--- src/verilog/edm_pkg.sv ---
// Shared constants and types for the external data memory bus controller
`default_nettype none

package edm_pkg;

	// ==========================================================
	// Register indices (byte address is four times the index)
	localparam logic [7:0] AUX_IDX   = 8'h8e;
	localparam logic [7:0] HPORT_IDX = 8'h90;
	localparam logic [7:0] ADDR_IDX  = 8'h91;
	localparam logic [7:0] DATA_IDX  = 8'h92;
	localparam logic [7:0] CMD_IDX   = 8'h93;
	localparam logic [7:0] PIDLE_IDX = 8'h94;

	// ==========================================================
	// Auxiliary control fields and reset values
	localparam int         AUX_STACK_EXTENSION_SELECT_BIT  = 4;
	localparam int         AUX_WS_LSB    = 2;
	localparam int         AUX_EXTERNAL_ONLY_MAP_BIT = 1;
	localparam int         AUX_LATCH_STROBE_IDLE_LEVEL_BIT  = 0;
	localparam logic [4:0] AUX_RESET     = 5'h00;
	localparam logic [7:0] HPORT_RESET   = 8'hff;
	localparam logic [7:0] PIDLE_VAL_RST = 8'hff;
	localparam logic [7:0] PIDLE_OEN_RST = 8'hff;

	// ==========================================================
	// Command fields (write) and status fields (read)
	localparam int CMD_START_BIT = 0;
	localparam int CMD_WRITE_BIT = 1;
	localparam int CMD_LIN_BIT   = 2;
	localparam int CMD_STACK_BIT = 3;
	localparam int CMD_TWO_BIT   = 4;
	localparam int STS_BUSY_BIT  = 0;
	localparam int STS_INT_BIT   = 1;
	localparam int STS_STACK_EXTENSION_SELECT_BIT  = 2;

	// ==========================================================
	// Memory sizes and sequencing
	localparam int         IRAM_AW    = 8;
	localparam int         XRAM_AW    = 12;
	localparam logic [1:0] HOLD_LAST  = 2'h1;

	// Sequencer states
	typedef enum logic [2:0] {
		ST_IDLE, ST_ALE, ST_TURN, ST_STROBE, ST_HOLD, ST_INT, ST_STACK
	} edm_state_type;

endpackage : edm_pkg

`default_nettype wire

--- src/verilog/edm_ctl_if.sv ---
// Control links between the sequencer, strobe timer and map decoder
`default_nettype none

interface edm_ctl_if;
	logic        tmr_load;
	logic [1:0]  tmr_ws;
	logic        tmr_last;
	logic [15:0] map_addr;
	logic [15:0] map_top;
	logic        map_external_only_map;
	logic        map_stack;
	logic        map_stack_extension_select;
	logic        map_ext;
	logic        map_extra;

	modport ctrl (output tmr_load, tmr_ws, map_addr, map_top, map_external_only_map,
		map_stack, map_stack_extension_select, input tmr_last, map_ext, map_extra);
	modport tmr (input tmr_load, tmr_ws, output tmr_last);
	modport map (input map_addr, map_top, map_external_only_map, map_stack, map_stack_extension_select,
		output map_ext, map_extra);
endinterface : edm_ctl_if

`default_nettype wire

--- src/verilog/edm_bus_ctrl.sv ---
// External data memory bus controller: register slave and sequencer
//
// Chosen here: the Wishbone register port.
`default_nettype none
// How it works
// - Paged moves emit only an 8-bit address on the low port.
// - Each external access pulses the latch strobe while address is out.
// - In paged mode the high port shows only the software value.
// - Extension select routes stack to extra RAM (4K) else indirect (256).
// - Extended stack adds one extra cycle per stack access.
// - Wait select 0..3 gives strobe width 1..4 cycles.
// - External-only map sends every move address to the bus.
// - Idle latch strobe is high with idle level bit 0, low with 1.
// - Latch strobe pulse is always active high.
// - Latch strobe moves only during external accesses.
// - Latch strobe pin is free for general use only with idle bit 0.
// - Low port drives push-pull while presenting address or write data.
// - Low port is released while read data is sampled.
// - Outside accesses the low port follows its own idle setting.
// - Address on both ports is stable at latch strobe falling edge.
// - Linear moves hold the upper address on the high port throughout.

module edm_bus_ctrl #(
	parameter logic [15:0] INT_MAP_TOP = 16'h0fff
) (
	// Clock and reset
	input  wire logic        clk_sys_in,
	input  wire logic        rst_in,
	// Wishbone slave
	input  wire logic        wb_cyc_in,
	input  wire logic        wb_stb_in,
	input  wire logic        wb_we_in,
	input  wire logic [9:0]  wb_adr_in,
	input  wire logic [3:0]  wb_sel_in,
	input  wire logic [31:0] wb_dat_in,
	output logic      [31:0] wb_dat_out,
	output logic             wb_ack_out,
	// External bus pins
	output logic             ale_out,
	output logic             ale_gpio_ok_out,
	output logic             rd_n_out,
	output logic             wr_n_out,
	input  wire logic [7:0]  low_port_in,
	output logic      [7:0]  low_port_out,
	output logic      [7:0]  low_port_oe_n_out,
	output logic      [7:0]  high_port_out,
	// Internal memory port
	output logic             int_req_out,
	output logic             int_we_out,
	output logic             int_extra_sel_out,
	output logic      [15:0] int_addr_out,
	output logic      [7:0]  int_wdata_out,
	input  wire logic [7:0]  int_rdata_in,
	// Status
	output logic             busy_out
);

	edm_ctl_if ctl ();

	edm_pkg::edm_state_type state_ff, nxt_state;

	logic [4:0]  aux_ff;
	logic [7:0]  hport_ff;
	logic [15:0] addr_ff;
	logic [7:0]  data_ff;
	logic [7:0]  rdata_ff;
	logic [7:0]  pidle_val_ff;
	logic [7:0]  pidle_oen_ff;
	logic        cur_wr_ff;
	logic        cur_lin_ff;
	logic        cur_stk_ff;
	logic        cur_int_ff;
	logic [1:0]  cur_ws_ff;
	logic [15:0] cur_addr_ff;
	logic [7:0]  cur_data_ff;
	logic [2:0]  stk_cnt_ff;
	logic [1:0]  hold_ff;
	logic [7:0]  lp_meta_ff;
	logic [7:0]  lp_sync_ff;
	logic        ack_ff;
	logic [31:0] dat_ff;
	logic        ale_ff;
	logic        rd_n_ff;
	logic        wr_n_ff;
	logic [7:0]  lp_out_ff;
	logic [7:0]  lp_oen_ff;
	logic [7:0]  hp_out_ff;
	logic        int_req_ff;
	logic        int_we_ff;
	logic        int_xsel_ff;
	logic [15:0] int_addr_ff;

	// ==========================================================
	// Register bus decode
	wire        bus_acc = wb_cyc_in && wb_stb_in && !ack_ff;
	wire        bus_wr  = bus_acc && wb_we_in;
	wire [7:0]  reg_idx = wb_adr_in[9:2];
	wire        hit_aux = (reg_idx == edm_pkg::AUX_IDX);
	wire        hit_hp  = (reg_idx == edm_pkg::HPORT_IDX);
	wire        hit_adr = (reg_idx == edm_pkg::ADDR_IDX);
	wire        hit_dat = (reg_idx == edm_pkg::DATA_IDX);
	wire        hit_cmd = (reg_idx == edm_pkg::CMD_IDX);
	wire        hit_pid = (reg_idx == edm_pkg::PIDLE_IDX);
	wire        lane0   = bus_wr && wb_sel_in[0];
	wire        lane1   = bus_wr && wb_sel_in[1];
	wire        idle    = (state_ff == edm_pkg::ST_IDLE);
	wire        start   = lane0 && hit_cmd && idle
		&& wb_dat_in[edm_pkg::CMD_START_BIT];

	// Auxiliary control fields
	wire        stack_extension_select  = aux_ff[edm_pkg::AUX_STACK_EXTENSION_SELECT_BIT];
	wire [1:0]  ws    = aux_ff[edm_pkg::AUX_WS_LSB +: 2];
	wire        external_only_map = aux_ff[edm_pkg::AUX_EXTERNAL_ONLY_MAP_BIT];
	wire        latch_strobe_idle_level  = aux_ff[edm_pkg::AUX_LATCH_STROBE_IDLE_LEVEL_BIT];

	// Request fields: command bits fresh from the bus, address and data from the registers on start, else latched (req_two is never latched)
	wire        req_wr   = start ? wb_dat_in[edm_pkg::CMD_WRITE_BIT]
		: cur_wr_ff;
	wire        req_lin  = start ? wb_dat_in[edm_pkg::CMD_LIN_BIT]
		: cur_lin_ff;
	wire        req_stk  = start ? wb_dat_in[edm_pkg::CMD_STACK_BIT]
		: cur_stk_ff;
	wire        req_two  = wb_dat_in[edm_pkg::CMD_TWO_BIT];
	wire [15:0] req_addr = start ? addr_ff : cur_addr_ff;
	wire [7:0]  req_data = start ? data_ff : cur_data_ff;

	// ==========================================================
	// paged moves see only the low address byte
	wire [15:0] map_addr = req_lin ? req_addr : {8'h00, req_addr[7:0]};

	// Map decoder and strobe timer links
	assign ctl.map_addr  = map_addr;
	assign ctl.map_top   = INT_MAP_TOP;
	assign ctl.map_external_only_map = external_only_map;
	assign ctl.map_stack = req_stk;
	assign ctl.map_stack_extension_select  = stack_extension_select;
	assign ctl.tmr_load  = (state_ff == edm_pkg::ST_TURN);
	assign ctl.tmr_ws    = cur_ws_ff;

	edm_map_dec u_map (
		.ctl (ctl.map)
	);

	edm_strobe_tmr u_tmr (
		.clk_sys_in (clk_sys_in),
		.rst_in     (rst_in),
		.ctl        (ctl.tmr)
	);

	// one or two accesses, doubled on the extended stack
	wire [2:0]  stk_base = req_two ? 3'h2 : 3'h1;
	wire [2:0]  stk_load = stack_extension_select ? {stk_base[1:0], 1'b0} : stk_base;

	// ==========================================================
	// sequencer: latch, turnaround, strobe, release
	always_comb begin
		nxt_state = state_ff;
		unique case (state_ff)
			edm_pkg::ST_IDLE: begin
				if (start && req_stk) begin
					nxt_state = edm_pkg::ST_STACK;
				end else if (start && ctl.map_ext) begin
					nxt_state = edm_pkg::ST_ALE;
				end else if (start) begin
					nxt_state = edm_pkg::ST_INT;
				end
			end
			edm_pkg::ST_ALE:    nxt_state = edm_pkg::ST_TURN;
			edm_pkg::ST_TURN:   nxt_state = edm_pkg::ST_STROBE;
			edm_pkg::ST_STROBE: begin
				if (ctl.tmr_last) begin
					nxt_state = edm_pkg::ST_HOLD;
				end
			end
			edm_pkg::ST_HOLD: begin
				if (hold_ff == edm_pkg::HOLD_LAST) begin
					nxt_state = edm_pkg::ST_IDLE;
				end
			end
			edm_pkg::ST_INT:    nxt_state = edm_pkg::ST_IDLE;
			edm_pkg::ST_STACK: begin
				if (stk_cnt_ff == 3'h1) begin
					nxt_state = edm_pkg::ST_IDLE;
				end
			end
		endcase
	end

	// ==========================================================
	// Pin values for the coming cycle
	wire ext_nxt = (nxt_state == edm_pkg::ST_ALE)
		|| (nxt_state == edm_pkg::ST_TURN)
		|| (nxt_state == edm_pkg::ST_STROBE)
		|| (nxt_state == edm_pkg::ST_HOLD);
	wire ale_nxt = (nxt_state == edm_pkg::ST_ALE);
	wire stb_nxt = (nxt_state == edm_pkg::ST_STROBE);

	// high pulse, idle level only outside accesses
	wire        nxt_ale = ale_nxt || (!ext_nxt && !latch_strobe_idle_level);
	// strobe low for the whole stretched window
	wire        nxt_rd_n = !(stb_nxt && !req_wr);
	wire        nxt_wr_n = !(stb_nxt && req_wr);
	// forced drive, release for reads, else idle setup
	wire [7:0]  nxt_lp_out = ale_nxt ? map_addr[7:0]
		: ext_nxt ? req_data : pidle_val_ff;
	wire [7:0]  nxt_lp_oen = ale_nxt ? 8'h00
		: ext_nxt ? (req_wr ? 8'h00 : 8'hff) : pidle_oen_ff;
	// upper byte only for linear moves, else software page
	wire [7:0]  nxt_hp_out = (ext_nxt && req_lin) ? req_addr[15:8]
		: hport_ff;
	wire        stk_nxt = (nxt_state == edm_pkg::ST_STACK);
	wire        nxt_int_req = stk_nxt || (nxt_state == edm_pkg::ST_INT);
	wire [15:0] nxt_int_addr = !stk_nxt ? req_addr
		: ctl.map_extra ? {4'h0, req_addr[edm_pkg::XRAM_AW-1:0]}
		: {8'h00, req_addr[edm_pkg::IRAM_AW-1:0]};

	// ==========================================================
	// State and sequence counters
	always_ff @(posedge clk_sys_in) begin
		if (rst_in) begin
			state_ff   <= edm_pkg::ST_IDLE;
			stk_cnt_ff <= 3'h0;
			hold_ff    <= 2'h0;
		end else begin
			state_ff   <= nxt_state;
			stk_cnt_ff <= start ? stk_load : stk_cnt_ff - 3'(stk_nxt);
			hold_ff    <= (state_ff == edm_pkg::ST_HOLD)
				? hold_ff + 2'h1 : 2'h0;
		end
	end

	// Request latches taken at start
	always_ff @(posedge clk_sys_in) begin
		if (rst_in) begin
			{cur_wr_ff, cur_lin_ff, cur_stk_ff, cur_int_ff} <= 4'h0;
			cur_ws_ff   <= 2'h0;
			cur_addr_ff <= 16'h0000;
			cur_data_ff <= 8'h00;
		end else if (start) begin
			{cur_wr_ff, cur_lin_ff, cur_stk_ff} <= {req_wr, req_lin, req_stk};
			cur_int_ff  <= !ctl.map_ext;
			cur_ws_ff   <= ws;
			cur_addr_ff <= addr_ff;
			cur_data_ff <= data_ff;
		end
	end

	// Two-flop synchroniser on the low port inputs
	always_ff @(posedge clk_sys_in) begin
		if (rst_in) begin
			lp_meta_ff <= 8'h00;
			lp_sync_ff <= 8'h00;
		end else begin
			lp_meta_ff <= low_port_in;
			lp_sync_ff <= lp_meta_ff;
		end
	end

	// Read data: bus pin at strobe end, taken two cycles later, or internal memory
	wire cap_ext = (state_ff == edm_pkg::ST_HOLD)
		&& (hold_ff == edm_pkg::HOLD_LAST) && !cur_wr_ff;
	wire cap_int = (state_ff == edm_pkg::ST_INT) && !cur_wr_ff;
	always_ff @(posedge clk_sys_in) begin
		if (rst_in) begin
			rdata_ff <= 8'h00;
		end else if (cap_ext) begin
			rdata_ff <= lp_sync_ff;
		end else if (cap_int) begin
			rdata_ff <= int_rdata_in;
		end
	end

	// ==========================================================
	// Software registers
	always_ff @(posedge clk_sys_in) begin
		if (rst_in) begin
			aux_ff       <= edm_pkg::AUX_RESET;
			hport_ff     <= edm_pkg::HPORT_RESET;
			addr_ff      <= 16'h0000;
			data_ff      <= 8'h00;
			pidle_val_ff <= edm_pkg::PIDLE_VAL_RST;
			pidle_oen_ff <= edm_pkg::PIDLE_OEN_RST;
		end else begin
			if (lane0 && hit_aux) aux_ff <= wb_dat_in[4:0];
			if (lane0 && hit_hp)  hport_ff <= wb_dat_in[7:0];
			if (lane0 && hit_adr) addr_ff[7:0] <= wb_dat_in[7:0];
			if (lane1 && hit_adr) addr_ff[15:8] <= wb_dat_in[15:8];
			if (lane0 && hit_dat) data_ff <= wb_dat_in[7:0];
			if (lane0 && hit_pid) pidle_val_ff <= wb_dat_in[7:0];
			if (lane1 && hit_pid) pidle_oen_ff <= wb_dat_in[15:8];
		end
	end

	// Read mux; unmapped indices read as zero
	wire [31:0] sts_word = {29'h0, stack_extension_select, cur_int_ff, !idle};
	wire [31:0] rd_word = hit_aux ? {27'h0, aux_ff}
		: hit_hp  ? {24'h0, hport_ff}
		: hit_adr ? {16'h0, addr_ff}
		: hit_dat ? {24'h0, rdata_ff}
		: hit_cmd ? sts_word
		: hit_pid ? {16'h0, pidle_oen_ff, pidle_val_ff}
		: 32'h0000_0000;

	// Single-wait acknowledge, dropped the cycle after
	always_ff @(posedge clk_sys_in) begin
		if (rst_in) begin
			ack_ff <= 1'b0;
			dat_ff <= 32'h0000_0000;
		end else begin
			ack_ff <= bus_acc;
			dat_ff <= bus_acc ? rd_word : 32'h0000_0000;
		end
	end

	// ==========================================================
	// Registered pin and port outputs
	always_ff @(posedge clk_sys_in) begin
		if (rst_in) begin
			ale_ff      <= 1'b1;
			rd_n_ff     <= 1'b1;
			wr_n_ff     <= 1'b1;
			lp_out_ff   <= edm_pkg::PIDLE_VAL_RST;
			lp_oen_ff   <= edm_pkg::PIDLE_OEN_RST;
			hp_out_ff   <= edm_pkg::HPORT_RESET;
			int_req_ff  <= 1'b0;
			int_we_ff   <= 1'b0;
			int_xsel_ff <= 1'b0;
			int_addr_ff <= 16'h0000;
		end else begin
			ale_ff      <= nxt_ale;
			rd_n_ff     <= nxt_rd_n;
			wr_n_ff     <= nxt_wr_n;
			lp_out_ff   <= nxt_lp_out;
			lp_oen_ff   <= nxt_lp_oen;
			hp_out_ff   <= nxt_hp_out;
			int_req_ff  <= nxt_int_req;
			int_we_ff   <= nxt_int_req && req_wr;
			int_xsel_ff <= stk_nxt && ctl.map_extra;
			int_addr_ff <= nxt_int_addr;
		end
	end

	// pin usable as general I/O only with idle bit clear
	logic gpio_ok_ff;
	always_ff @(posedge clk_sys_in) begin
		if (rst_in) begin
			gpio_ok_ff <= 1'b1;
		end else begin
			gpio_ok_ff <= !latch_strobe_idle_level;
		end
	end

	// Output wiring
	assign wb_ack_out        = ack_ff;
	assign wb_dat_out        = dat_ff;
	assign ale_out           = ale_ff;
	assign ale_gpio_ok_out   = gpio_ok_ff;
	assign rd_n_out          = rd_n_ff;
	assign wr_n_out          = wr_n_ff;
	assign low_port_out      = lp_out_ff;
	assign low_port_oe_n_out = lp_oen_ff;
	assign high_port_out     = hp_out_ff;
	assign int_req_out       = int_req_ff;
	assign int_we_out        = int_we_ff;
	assign int_extra_sel_out = int_xsel_ff;
	assign int_addr_out      = int_addr_ff;
	assign int_wdata_out     = cur_data_ff;
	assign busy_out          = !idle;

	logic [2:0] strb_len_ff;
	logic [2:0] stk_len_ff;
	always_ff @(posedge clk_sys_in) begin
		if (rst_in) begin
			strb_len_ff <= 3'h0;
			stk_len_ff  <= 3'h0;
		end else begin
			strb_len_ff <= (rd_n_ff && wr_n_ff) ? 3'h0 : strb_len_ff + 3'h1;
			stk_len_ff  <= (state_ff == edm_pkg::ST_STACK)
				? stk_len_ff + 3'h1 : 3'h0;
		end
	end
endmodule : edm_bus_ctrl

`default_nettype wire

--- src/verilog/edm_map_dec.sv ---
// Address map decode: internal memory, external bus or stack space
`default_nettype none

module edm_map_dec (
	// Sequencer link
	edm_ctl_if.map ctl
);

	// ==========================================================
	// bypass or mapped internal range
	assign ctl.map_ext = !ctl.map_stack
		&& (ctl.map_external_only_map || (ctl.map_addr > ctl.map_top));

	assign ctl.map_extra = ctl.map_stack && ctl.map_stack_extension_select;

endmodule : edm_map_dec

`default_nettype wire

--- src/verilog/edm_strobe_tmr.sv ---
// Strobe width counter for wait state stretching
`default_nettype none

module edm_strobe_tmr (
	// Clock and reset
	input  wire logic clk_sys_in,
	input  wire logic rst_in,
	// Sequencer link
	edm_ctl_if.tmr    ctl
);

	logic [1:0] cnt_ff;

	// ==========================================================
	// Load wait count, then count down to the last strobe cycle
	always_ff @(posedge clk_sys_in) begin
		if (rst_in) begin
			cnt_ff <= 2'h0;
		end else if (ctl.tmr_load) begin
			cnt_ff <= ctl.tmr_ws;
		end else if (cnt_ff != 2'h0) begin
			cnt_ff <= cnt_ff - 2'h1;
		end
	end

	assign ctl.tmr_last = (cnt_ff == 2'h0);

endmodule : edm_strobe_tmr

`default_nettype wire
--- config.mk ---
export PLATFORM = sky130hd
export DESIGN_NAME = edm_bus_ctrl
export DESIGN_NICKNAME = d
export VERILOG_FILES = /design/src/verilog/edm_pkg.sv /design/src/verilog/edm_ctl_if.sv /design/src/verilog/edm_bus_ctrl.sv /design/src/verilog/edm_map_dec.sv /design/src/verilog/edm_strobe_tmr.sv
export SDC_FILE = /design/constraint.sdc
export NUM_CORES = 1
export LEC_CHECK = 0
export BUFFER_PORTS_ARGS = -buffer_cell sky130_fd_sc_hd__buf_2
export CAP_MARGIN = 15
export CELL_PAD_IN_SITES_DETAIL_PLACEMENT = 1
export CELL_PAD_IN_SITES_GLOBAL_PLACEMENT = 1
export CORE_MARGIN = 2
export CORE_UTILIZATION = 34
export DETAILED_ROUTE_END_ITERATION = 10
export HOLD_SLACK_MARGIN = 0.05
export PLACE_DENSITY = 0.66
export SYNTH_ARGS = -nofsm -noshare
export SYNTH_HDL_FRONTEND = slang
export SYNTH_SLANG_ARGS = --single-unit
--- constraint.sdc ---
create_clock -name clk_sys_in -period 3.3 [get_ports clk_sys_in]
set_clock_uncertainty 0.15 [all_clocks]
set_input_delay 0.825 -clock clk_sys_in [delete_from_list [all_inputs] [get_ports clk_sys_in]]
set_output_delay 0.825 -clock clk_sys_in [all_outputs]
set_load 0.01 [all_outputs]
==> summary.md <==
| Metric | Value |
|---|---|
| Clock slew at reported path FFs | `0.07 ns` |
| Share of layout cells above drive strength 1 | `26.0%` |
| Total CTS buffers | `17` |
| H-tree depth | `4` |
| Initial drt markers | `274` |
| First-pass GRT wire length | `33.0 mm` |
| Dpl ws | `-0.0275 ns` |
| Relative slew slack | `37.2%` |
| Flop-to-flop setup slack | `0.39 ns` |
| Post-Layout Inst Area | `8340 um^2` |
| #FFs+latches synth | `173` |
| Number of setup buffers added after CTS | `0` |
| Hold endpoint | `lp_sync_ff[3]` |
| Reg2reg end | `stk_cnt_ff[1]` |
| # setup viols final | `0` |
| Largest family of logic cells by synthesized area | `simple AND/OR/NAND/NOR gates` |
| Die Wd | `145 um` |
| Fin crit share | `88.1%` |
| CTS tree | `done` |
| CP arrival | `3.12 ns` |
| Via count | `5626` |
| Final Non-Filler Cells | `1132` |
| Synth Area in Simple Gates | `19.3%` |
| Gr usage total | `19.8%` |
| Worst setup SP type | `register` |
| Area fraction in compound gates after synthesis | `12.1%` |
| Effective utilization at floorplan | `34.8%` |
| Most frequent cells in the layout | `dfxtp_1 (173), buf_2 (119), nor2_1 (84), nand2_1 (83), a21oi_1 (61)` |
| Die Area | `21100 um^2` |
| Path type of the worst setup path | `reg2reg` |
| I/O Pins | `156` |
| PwrDens | `661 nW/um^2` |
| Grt ovf | `0` |
| Synth Area in Adders | `1.11%` |
| Clock latency on the worst-skew pair | `0.44 ns` |
| Initial antenna violation count | `0` |
| Fillers | `2347` |
| Residual DRC | `0` |
| Critical path fanouts, max | `4` |
| Avg Cell Area, Syn | `9.40 um^2` |
| Placeable Area | `19500 um^2` |
| Final max-slew violation count | `0` |
| Post-synthesis sequential area ratio | `51.0%` |
| Routed WL | `20.4 mm` |
| Root buffer cell | `clkbuf_16` |
| Ys Warns | `0` |
| Dpl cells | `1100` |
| Reg-to-Reg Start | `addr_ff[15]` |
| Unique masters post-synth | `61` |
| TNS Setup | `0 ns` |
| Hold Path Class | `reg2reg` |
| Area Growth Syn to Fin | `22.8%` |
| CP cell instances | `or4_1 > a31oi_1 > and3_1 > o21ai_2 > or3_1 > inv_1 > ha_1 > ha_1 > nor2_1 > a21oi_1 > nor2_1` |
| Hold_buf cts | `0` |
| CTS sink count | `173` |
| Setup slack after layout | `0.392 ns` |
| Hold-critical path depth | `1` |
| CP peak stage delay | `0.65 ns` |
| # rows | `51` |
| Worst hold start | `lp_meta_ff[3]` |
| Clock Path Buffers | `2` |
| Routed len/inst | `18.1 um` |
| Outcome | `finished clean` |
| Number of port buffers | `119` |
| Final ANT Viol Nets | `0` |
| Worst path top cell family by delay | `simple AND/OR/NAND/NOR gates` |
| Post-Synth XOR/XNOR Area | `0.663%` |
| Leakage | `0.00363 uW` |
| WP data required | `3.52 ns` |
| Vias in the first global route | `6112` |
| RSZ-0062 raised after global routing | `no` |
| Inserted Diodes | `0` |
| Max Clk Rate | `344 MHz` |
| CTS-repair resized insts | `0` |
| Crit path buf inv count | `1` |
| Final count of hold timing violations | `0` |
| Worst R2R Path Depth | `11` |
| Critical path capture point type | `register` |
| Via density | `4.97` |
| Actual slew at the worst max-slew pin | `0.941 ns` |
| Mapped Cells | `722` |
| CP max-delay cell | `or4_1` |
| First-pass DRT Iterations | `4` |
| Mapped Area | `6790 um^2` |
| Most common cell after layout, fill and taps aside | `dfxtp_1` |
| Mux contribution to synthesized area | `10.0%` |
| # nets final | `927` |
| Largest net degree at the start of global routing | `87` |
| RePlAce Congestion | `0.834` |
| MaxCap Viol Count | `0` |
| Die Height | `145 um` |
| VDD IR max | `0.397 mV` |
| Tmin final | `2.91 ns` |
| Hpwl dp | `15.1 mm` |
| Cell Area, Placed | `7780 um^2` |
## cell families (layout without fill, tap and decap cells)
kind of cell             Yosys count  in the layout
buffers and inverters             75            205
multiplexers                      65             65
XOR/XNOR                           3              3
other                              1             16
flip-flops                       173            173
AO/OA/AOI/OAI                    131            131
adder cells (fa/ha/maj)            6              6
AND/OR/NAND/NOR                  268            268
## per-stage QoR
| stage | total power (uW) | util [%] | hold WS, ns |
|---|---|---|---|
| 2_1_floorplan | 3100 | - | 0.235 |
| 3_3_place_gp | 3600 | 39.9 | 0.267 |
| 3_5_place_dp | 3630 | 39.9 | 0.275 |
| 4_1_cts | 5560 | 42.7 | 0.291 |
| 5_1_grt | 5770 | 42.7 | 0.314 |
| 6_report | 5510 | 42.7 | 0.291 |
## state kept, by name, indices dropped and copies added, names as in the netlist, 2 cells and up
name / cells
addr_ff: 16
cur_addr_ff: 16
wb_dat_out: 16
data_ff: 8
high_port_out: 8
hport_ff: 8
int_addr_out: 8
int_wdata_out: 8
low_port_oe_n_out: 8
low_port_out: 8
lp_meta_ff: 8
lp_sync_ff: 8
pidle_oen_ff: 8
pidle_val_ff: 8
rdata_ff: 8
aux_ff: 5
state_ff: 3
stk_cnt_ff: 3
ctl.tmr_ws: 2
hold_ff: 2
u_tmr.cnt_ff: 2
## worst max path at each step
stage                 startpoint            end  slack (ns)  cells after the start
finish               addr_ff[15]  stk_cnt_ff[1]        0.39                     11
CTS                  addr_ff[15]  stk_cnt_ff[1]        0.35                     11
global route         addr_ff[15]  stk_cnt_ff[1]        0.18                     11
detailed placement  wb_adr_in[7]  stk_cnt_ff[1]       -0.03                     12
floorplan           wb_adr_in[7]  stk_cnt_ff[1]        0.30                     11
global placement    wb_adr_in[7]  stk_cnt_ff[2]        0.02                     11
## layout make-up
cell class              instances  area (um^2)  area share, %
flip-flops and latches        173         3460           41.5
multi-input cells             489         2990           35.9
clock inverters                13          125           1.50
inverters                      15         56.3          0.675
repair buffers                158          938           11.3
well taps                     265          332           3.98
clock buffers                  19          433           5.19
## report_power, final
| group | total [uW] | internal [uW] | switching, uW |
|---|---|---|---|
| Combinational | 1340 | 632 | 703 |
| Clock | 1930 | 998 | 929 |
| Sequential | 2250 | 2200 | 51.3 |
## routing by layer
metal | up-vias | global-route usage (%) | part of all wire (%)
met5 | - | 0 | 0
met4 | 0 | 7.79 | 2.5
met3 | 37 | 4.03 | 4.1
met2 | 141 | 33.8 | 49
met1 | 2753 | 24.6 | 45
li1 | 2695 | - | -
## cells in the mapped netlist, drive strengths merged
cell       n  area share [%]
nand3     27             2.1
or3b       2            0.26
ha         6             1.1
or4        1            0.11
and2      17             1.6
or4b       1            0.15
dfxtp    173              51
o21ai      7            0.57
nor4b      2            0.35
nor3       3            0.29
or3        4            0.37
and4       1            0.13
a21o       9            0.99
a221oi     1            0.13
clkinv     1           0.055
clkbuf    23             1.3
a21oi     61             4.5
nand3b     2            0.22
o211ai     6            0.74
buf       37             3.6
nor2b     20             2.0
a31oi      9            0.83
a222oi     1            0.15
o31ai      1            0.18
nor4       5            0.74
o211a      1            0.15
mux2      20             3.3
nor4bb     1            0.15
nor3b      3            0.33
nand4      3            0.50
xnor2      2            0.53
and3       4            0.37
a22oi     23             2.5
nand4b     1            0.13
nand2b     3            0.28
o21a       9            0.99
xor2       1            0.13
conb       1           0.055
nand2     83             4.6
mux2i     45             6.7
nor2      85             4.7
inv       14            0.77
a211oi     1            0.11
a2111oi    1            0.13
a31o       1            0.13
No activity file was read; power rests on OpenSTA's default activity.
